**config.mk**
```make
export PLATFORM = sky130hd
export DESIGN_NAME = adc_burst_ctrl
export DESIGN_NICKNAME = d
export VERILOG_FILES = /design/src/cycle_delay_timer.v /design/src/adc_burst_ctrl.v
export VERILOG_INCLUDE_DIRS = /design/src
export SDC_FILE = /design/constraint.sdc
export NUM_CORES = 1
export LEC_CHECK = 0
export BUFFER_PORTS_ARGS = -buffer_cell sky130_fd_sc_hd__buf_2
export CAP_MARGIN = 10
export CORE_UTILIZATION = 58
export DETAILED_ROUTE_END_ITERATION = 8
export PLACE_DENSITY = 0.79
export SLEW_MARGIN = 20
export SYNTH_ARGS = -nofsm -noshare
export SYNTH_HDL_FRONTEND = slang
export SYNTH_SLANG_ARGS = --single-unit
```
**constraint.sdc**
```tcl
create_clock -name clk_in -period 3.2 [get_ports clk_in]
set_input_delay 0 -clock clk_in [delete_from_list [all_inputs] [get_ports clk_in]]
set_output_delay 0 -clock clk_in [all_outputs]
set_load 0.02 [all_outputs]
```
**src/adc_ctrl_defs.vh**
```
// Purpose: register offsets, fields, resets and timing for the converter control block
// Assumes: included by its bare name
// Notes:   definitions only
`ifndef ADC_CTRL_DEFS_VH
`define ADC_CTRL_DEFS_VH

`define TRACK_CTRL_ADDR   8'hb9
`define RESULT_HIGH_ADDR  8'hbe
`define POWER_CTRL_ADDR   8'hdf

`define TRACK_CTRL_RESET  8'h1e
`define RESULT_HIGH_RESET 8'h00
`define POWER_CTRL_RESET  8'h0f

`define BIAS_MSB          7
`define BIAS_LSB          6
`define MUX_LP_BIT        5
`define BUF_LP_BIT        4
`define PWRUP_MSB         3
`define PWRUP_LSB         0
`define SAMPLE_MODE_BIT   7
`define TRACK_MSB         5
`define TRACK_LSB         0
`define TRACK_CTRL_MASK   8'hbf

`define PWRUP_MULT        10'h008
`define TRACK_BASE        10'h040
`define EXTRA_SAR_TICKS   3'h4
`define SJ_LEFT           3'h4

`endif

```
**src/cycle_delay_timer.v**
```verilog
// Purpose: down counter that times the power-up and track delays
// Assumes: clk_in is the high-frequency oscillator clock
// Notes:   zero_out is high whenever the count has run out
`timescale 1ns/100ps
`default_nettype none
module cycle_delay_timer #(
    parameter WIDTH = 10
) (
    // clock and reset
    input  wire             clk_in,
    input  wire             sys_rst_in,
    input  wire             ce_in,
    // control
    input  wire             load_in,
    input  wire [WIDTH-1:0] value_in,
    // status
    output wire             zero_out
);
    reg [WIDTH-1:0] count_reg;

    always @(posedge clk_in) begin
        if (sys_rst_in) begin
            count_reg <= {WIDTH{1'b0}};
        end else if (ce_in) begin
            if (load_in) begin
                count_reg <= value_in;
            end else if (count_reg != {WIDTH{1'b0}}) begin
                count_reg <= count_reg - {{(WIDTH-1){1'b0}}, 1'b1};
            end
        end
    end

    assign zero_out = (count_reg == {WIDTH{1'b0}});
endmodule // cycle_delay_timer
`default_nettype wire

```
**src/adc_burst_ctrl.v**
```verilog
// Purpose: power/bias control, burst timing sequencer and result high byte of the converter
// Assumes: clk_in is the high-frequency oscillator; SAR ticks and core strobes share it
// Notes:   registers are reached over the SFR port at their own addresses
// How it works
// - bias_power_select bits 7:6 pick one of four bias current modes.
// - bit 5 puts mux and reference buffers into low power.
// - bit 4 lowers common-mode buffer power, needing longer tracking.
// - burst power-up delay is eight times bits 3:0, in oscillator cycles.
// - delayed-track adds four SAR clocks to power-up and track delays.
// - track delay between burst conversions is 64 minus bits 5:0.
// - no track delay before the first conversion of a burst.
// - sample mode bit 7 chooses four samples or one per 12-bit conversion.
// - reading result high byte gives accumulator MSB after shift and justify.
// - writing result high byte loads the accumulator upper byte.
// - right shifts fill vacated top bits of the read value with zeros.
// - delayed-track starts conversion four SAR clocks after start, tracking meanwhile.
// - shift-justify codes 0-3 right shift, 4 left justify, others reserved.
`timescale 1ns/100ps
`default_nettype none
`include "adc_ctrl_defs.vh"
module adc_burst_ctrl #(
    parameter DATA_WIDTH = 12
) (
    // clock and reset
    input  wire                  clk_in,
    input  wire                  sys_rst_in,
    input  wire                  ce_in,
    // special function register port
    input  wire [7:0]            sfr_addr_in,
    input  wire                  sfr_wr_in,
    input  wire                  sfr_rd_in,
    input  wire [7:0]            sfr_wdata_in,
    output reg  [7:0]            sfr_rdata_out,
    // settings held in neighbouring registers
    input  wire                  delayed_track_select_in,
    input  wire                  twelve_bit_mode_in,
    input  wire [2:0]            shift_justify_select_in,
    input  wire [2:0]            repeat_count_in,
    // burst control and converter core
    input  wire                  burst_start_in,
    input  wire                  sar_tick_in,
    input  wire                  conv_done_in,
    input  wire [DATA_WIDTH-1:0] conv_data_in,
    output reg                   conv_start_out,
    output reg                   tracking_out,
    output reg                   powered_up_out,
    output reg                   busy_out,
    // analog power settings
    output reg  [1:0]            bias_power_select_out,
    output reg                   mux_ref_low_power_out,
    output reg                   buffer_low_power_out,
    output reg                   sample_once_out
);
    localparam [4:0] ST_IDLE  = 5'h01;
    localparam [4:0] ST_WAIT  = 5'h02;
    localparam [4:0] ST_EXTRA = 5'h04;
    localparam [4:0] ST_CONV  = 5'h08;
    localparam [4:0] ST_TRACK = 5'h10;

    reg  [7:0]  power_ctrl_reg;
    reg  [7:0]  track_ctrl_reg;
    reg  [15:0] accum_reg;
    reg  [4:0]  state_reg;
    reg  [2:0]  extra_reg;
    reg  [6:0]  conv_count_reg;
    reg         first_reg;
    reg         timer_load;
    reg  [9:0]  timer_value;
    reg  [15:0] formatted;
    reg  [6:0]  conv_total;
    wire        timer_zero;
    wire        wr_high;

    cycle_delay_timer #(.WIDTH(10)) delay_timer (
        .clk_in     (clk_in),
        .sys_rst_in (sys_rst_in),
        .ce_in      (ce_in),
        .load_in    (timer_load),
        .value_in   (timer_value),
        .zero_out   (timer_zero)
    );

    assign wr_high = sfr_wr_in && (sfr_addr_in == `RESULT_HIGH_ADDR);

    always @* begin
        formatted = accum_reg;
        if (shift_justify_select_in == `SJ_LEFT) begin
            formatted = twelve_bit_mode_in ? {accum_reg[11:0], 4'h0}
                                           : {accum_reg[9:0], 6'h00};
        end else if (!shift_justify_select_in[2]) begin
            formatted = accum_reg >> shift_justify_select_in[1:0];
        end
    end

    // conversions per burst; 12-bit mode runs a quarter as many unless the repeat count is zero
    always @* begin
        if (repeat_count_in == 3'h0) begin
            conv_total = 7'h01;
        end else begin
            conv_total = 7'h02 << repeat_count_in[2:0];
            if (repeat_count_in > 3'h5) begin
                conv_total = 7'h40;
            end
        end
        if (twelve_bit_mode_in && repeat_count_in != 3'h0) begin
            conv_total = conv_total >> 2;
        end
    end

    // sfr writes and reads
    always @(posedge clk_in) begin
        if (sys_rst_in) begin
            power_ctrl_reg <= `POWER_CTRL_RESET;
            track_ctrl_reg <= `TRACK_CTRL_RESET;
            sfr_rdata_out  <= 8'h00;
        end else if (ce_in) begin
            if (sfr_wr_in && sfr_addr_in == `POWER_CTRL_ADDR) begin
                power_ctrl_reg <= sfr_wdata_in;
            end
            // reserved bit kept at zero
            if (sfr_wr_in && sfr_addr_in == `TRACK_CTRL_ADDR) begin
                track_ctrl_reg <= sfr_wdata_in & `TRACK_CTRL_MASK;
            end
            if (sfr_rd_in) begin
                case (sfr_addr_in)
                    `POWER_CTRL_ADDR:  sfr_rdata_out <= power_ctrl_reg;
                    `TRACK_CTRL_ADDR:  sfr_rdata_out <= track_ctrl_reg;
                    `RESULT_HIGH_ADDR: sfr_rdata_out <= formatted[15:8];
                    default:           sfr_rdata_out <= 8'h00;
                endcase
            end
        end
    end

    always @(posedge clk_in) begin
        if (sys_rst_in) begin
            bias_power_select_out <= 2'h0;
            mux_ref_low_power_out <= 1'b0;
            buffer_low_power_out  <= 1'b0;
            sample_once_out       <= 1'b0;
        end else if (ce_in) begin
            bias_power_select_out <= power_ctrl_reg[`BIAS_MSB:`BIAS_LSB];
            mux_ref_low_power_out <= power_ctrl_reg[`MUX_LP_BIT];
            buffer_low_power_out  <= power_ctrl_reg[`BUF_LP_BIT];
            sample_once_out       <= track_ctrl_reg[`SAMPLE_MODE_BIT];
        end
    end

    always @* begin
        timer_load  = 1'b0;
        timer_value = 10'h000;
        case (state_reg)
            ST_IDLE: begin
                timer_load  = burst_start_in;
                timer_value = `PWRUP_MULT * {6'h00, power_ctrl_reg[`PWRUP_MSB:`PWRUP_LSB]};
            end
            ST_CONV: begin
                timer_load  = conv_done_in;
                timer_value = `TRACK_BASE - {4'h0, track_ctrl_reg[`TRACK_MSB:`TRACK_LSB]};
            end
            default: begin
                timer_load  = 1'b0;
            end
        endcase
    end

    always @(posedge clk_in) begin
        if (sys_rst_in) begin
            state_reg      <= ST_IDLE;
            extra_reg      <= 3'h0;
            conv_count_reg <= 7'h00;
            first_reg      <= 1'b0;
            conv_start_out <= 1'b0;
            tracking_out   <= 1'b0;
            powered_up_out <= 1'b0;
            busy_out       <= 1'b0;
        end else if (ce_in) begin
            conv_start_out <= 1'b0;
            case (state_reg)
                ST_IDLE: begin
                    if (burst_start_in) begin
                        state_reg      <= ST_WAIT;
                        conv_count_reg <= 7'h00;
                        first_reg      <= 1'b1;
                        busy_out       <= 1'b1;
                        powered_up_out <= 1'b1;
                        tracking_out   <= 1'b1;
                    end
                end
                ST_WAIT: begin
                    if (timer_zero) begin
                        extra_reg <= 3'h0;
                        // extra SAR clocks on both delays
                        if (delayed_track_select_in) begin
                            state_reg <= ST_EXTRA;
                        end else begin
                            state_reg      <= ST_CONV;
                            conv_start_out <= 1'b1;
                            tracking_out   <= 1'b0;
                        end
                    end
                end
                ST_EXTRA: begin
                    if (sar_tick_in) begin
                        extra_reg <= extra_reg + 3'h1;
                        if (extra_reg == `EXTRA_SAR_TICKS - 3'h1) begin
                            state_reg      <= ST_CONV;
                            conv_start_out <= 1'b1;
                            tracking_out   <= 1'b0;
                        end
                    end
                end
                ST_CONV: begin
                    if (conv_done_in) begin
                        first_reg      <= 1'b0;
                        conv_count_reg <= conv_count_reg + 7'h01;
                        if (conv_count_reg + 7'h01 >= conv_total) begin
                            state_reg      <= ST_IDLE;
                            busy_out       <= 1'b0;
                            powered_up_out <= 1'b0;
                        end else begin
                            state_reg    <= ST_WAIT;
                            tracking_out <= 1'b1;
                        end
                    end
                end
                default: begin
                    state_reg <= ST_IDLE;
                end
            endcase
        end
    end

    // accumulator: first result of a burst replaces, later ones add
    always @(posedge clk_in) begin
        if (sys_rst_in) begin
            accum_reg <= {`RESULT_HIGH_RESET, 8'h00};
        end else if (ce_in) begin
            if (wr_high) begin
                accum_reg[15:8] <= sfr_wdata_in;
            end else if (state_reg == ST_CONV && conv_done_in) begin
                accum_reg <= first_reg ? {{(16-DATA_WIDTH){1'b0}}, conv_data_in}
                                       : accum_reg + {{(16-DATA_WIDTH){1'b0}}, conv_data_in};
            end
        end
    end
endmodule // adc_burst_ctrl
`default_nettype wire

```
==> results.json <==
{
  "rrSetupSlack_ns": 0.81,
  "largest_reg_flops": 16,
  "htreeDepth": 3,
  "cts_resized": 0,
  "grt_max_degree": 49,
  "switching_share_pct": 31.7,
  "fin_hold_ws_ns": 0.00703,
  "cp-start-kind": "register",
  "routabilityCongestion": 0.921,
  "initial_core_util_pct": 60.3,
  "power.share.clock_pct": 30.8,
  "postCtsSetupBuffers": 0,
  "peakVddDrop_mv": 0.278,
  "grt_antenna_before_repair": 0,
  "criticalPathCategory": "reg -> reg",
  "rows": 33,
  "tritoncts": "done",
  "final_common_cell": "dfxtp_1",
  "chipWidth_um": 94.7,
  "synth_edf_count": 0,
  "fmax_mhz": 419,
  "p_leak_uw": 0.00223,
  "wl_um": 12700,
  "cts-root-buf": "clkbuf_8",
  "maxCapViolations": 0,
  "synth_cell_types": 77,
  "post-route-period-util_pct": 74.5,
  "ys_seq_area_share_pct": 28.9,
  "core_um2": 8260,
  "diodes": 0,
  "rsz0062_at_grt": "no",
  "layout-drive-gt1-share_pct": 16.2,
  "hp-class": "in -> reg",
  "drtPass1Iterations": 5,
  "timing.clock.skew_ns": 0.00918,
  "hold_viol_final": 0,
  "path_clk_slew_ns": 0.08,
  "pwr-share-comb_pct": 24.0,
  "cts_made_buffers": 9,
  "synthCells": 603,
  "synth_nets": 672,
  "cp_max_fo": 3,
  "die_y_um": 94.7,
  "antenna_left": 0,
  "relSlewSlack_pct": 31.1,
  "clock-sinks": 72,
  "setup_violations": 0,
  "grt_pass1_vias": 4473,
  "seqPwrFrac_pct": 45.2,
  "vias": 4717,
  "grt_overflow_total": 0,
  "powerDensity_nw_per_um2": 404,
  "synth_area_um2": 4980,
  "syn2layout_area_growth_pct": 11.4,
  "status": "complete, no violations",
  "synth_flop_cell": "dfxtp_1",
  "worst_slew_pin_slew_ns": 1.03,
  "grt_use_total_pct": 29.6,
  "yosys_register_bits": 72,
  "switchingPower_uw": 709,
  "final_cell_mix": "dfxtp_1, buf_2, nor2_1",
  "min_period_ns": 2.39,
  "n_fill_cell": 694,
  "post_drt_via_cell_ratio": 6.20,
  "wl_per_cell_um": 16.7,
  "intPower_uw": 1530,
  "avgSynthCellArea_um2": 8.26,
  "port_buffers": 60,
  "regArea_um2": 1440,
  "cp_data_arrival_time_ns": 2.65,
  "final_util_pct": 67.2,
  "multi_input_area_um2": 3310,
  "synth.yosys.warnings": 0,
  "async_flop_share_pct": 0,
  "drt_iter0_drc": 308,
  "slew_viol_final": 0,
  "grt_pass1_wl_um": 21000,
  "ctsHoldBuffers": 9,
  "required_ns": 3.47,
  "drcViolationCount": 0,
  "crit_path_end_kind": "register",
  "final.setup.tns_ns": 0,
  "pin_count": 61,
  "clock_path_buffers": 2,
  "hpwlAfterDp_um": 9180,
  "nets": 721,
  "die-area_um2": 8960,
  "clkLatencyLatePin_ns": 0.34
}
==> cell families after synthesis <==
kind of cell    share of synthesized area [%]
compound gates                           24.1
xor+xnor                                 3.52
fa+ha+maj                                6.43
buf+inv                                  4.55
flops                                    28.9
mux                                      8.52
simple gates                             23.9
==> worst paths after layout <==
| check | start | endpoint | cells past startpoint |
|---|---|---|---|
| worst max-delay path | accum_reg[0]$_SDFFE_PP0P_ | accum_reg[14]$_SDFFE_PP0P_ | 9 |
| worst min-delay path | sar_tick_in | extra_reg[1]$_SDFFE_PP0P_ | 3 |
| worst max register to register | accum_reg[0]$_SDFFE_PP0P_ | accum_reg[14]$_SDFFE_PP0P_ | 9 |
| worst min register to register | extra_reg[1]$_SDFFE_PP0P_ | extra_reg[1]$_SDFFE_PP0P_ | 2 |
==> layer usage <==
metal / global-route usage (%) / vias up / part of all wire, % / wire length [um]
met5: 0 / - / 0 / 0
met4: 8.96 / 0 / 2.2 / 284
met3: 4.67 / 24 / 5.4 / 686
met2: 49.8 / 149 / 48 / 6080
met1: 38.9 / 2222 / 45 / 5660
li1: - / 2322 / - / -
==> worst max-delay path: stages (launching register included) <==
cell and delay (ns):
dfxtp_1 0.33, ha_1 0.19, inv_1 0.06, fa_1 0.39
nor2b_1 0.22, o22a_1 0.26, a2111oi_2 0.09, nor3_1 0.40
nand4_1 0.16, a31oi_1 0.20
==> metrics by stage <==
stage | area (um^2) | instances | setup WS [ns] | total power (uW)
after global placement | 5280 | 737 | 0.968 | 1540
after global routing | 5550 | 761 | 0.682 | 2350
after CTS | 5550 | 761 | 0.908 | 2240
final | 5550 | 761 | 0.815 | 2240
after floorplan | 4980 | 603 | 1.15 | 1430
after detailed placement | 5280 | 737 | 0.917 | 1550
==> cell usage after synthesis, types with 4 or more instances <==
library cell  count  area, um^2
nand4_1           6        37.5
clkbuf_1         20        75.1
a21oi_1          27         135
a22oi_1          16         120
nor3_1           13        65.1
ha_1             24         300
nand2_1          53         199
and3_1            7        43.8
nor2_1           54         203
inv_1            17        63.8
a211oi_1         13        97.6
o211ai_1         14         105
o21a_1            4        30.0
nand3_1          10        50.1
nor2b_1           8        50.1
o21ai_0          49         245
nand2b_1         13        81.3
dfxtp_1          72        1440
a21o_1            8        60.1
buf_4             4        30.0
xor2_1            9        78.8
nand3b_1          9        67.6
mux2i_1          39         390
or3_1             4        25.0
o22ai_1           4        25.0
buf_2             5        25.0
and2_1            4        25.0
xnor2_1          11        96.3
a31oi_1          13        81.3
==> layout make-up <==
class                           count  share of cell area (%)
Clock inverter                      3                   0.789
Inverter                           17                    1.15
Clock buffer                       12                    2.44
Timing Repair Buffer               73                    7.58
Sequential cell                    72                    26.0
Tap cell                          105                    2.37
Multi-Input combinational cell    479                    59.7
==> power groups by stage <==
stage	Clock (uW)	Combinational (uW)	Sequential [uW]
after floorplan	0	410	1020
after global placement	0	508	1030
after detailed placement	0	522	1030
after CTS	699	534	1010
after global routing	736	594	1020
final	691	538	1010
No activity file was read; power rests on OpenSTA's default activity.
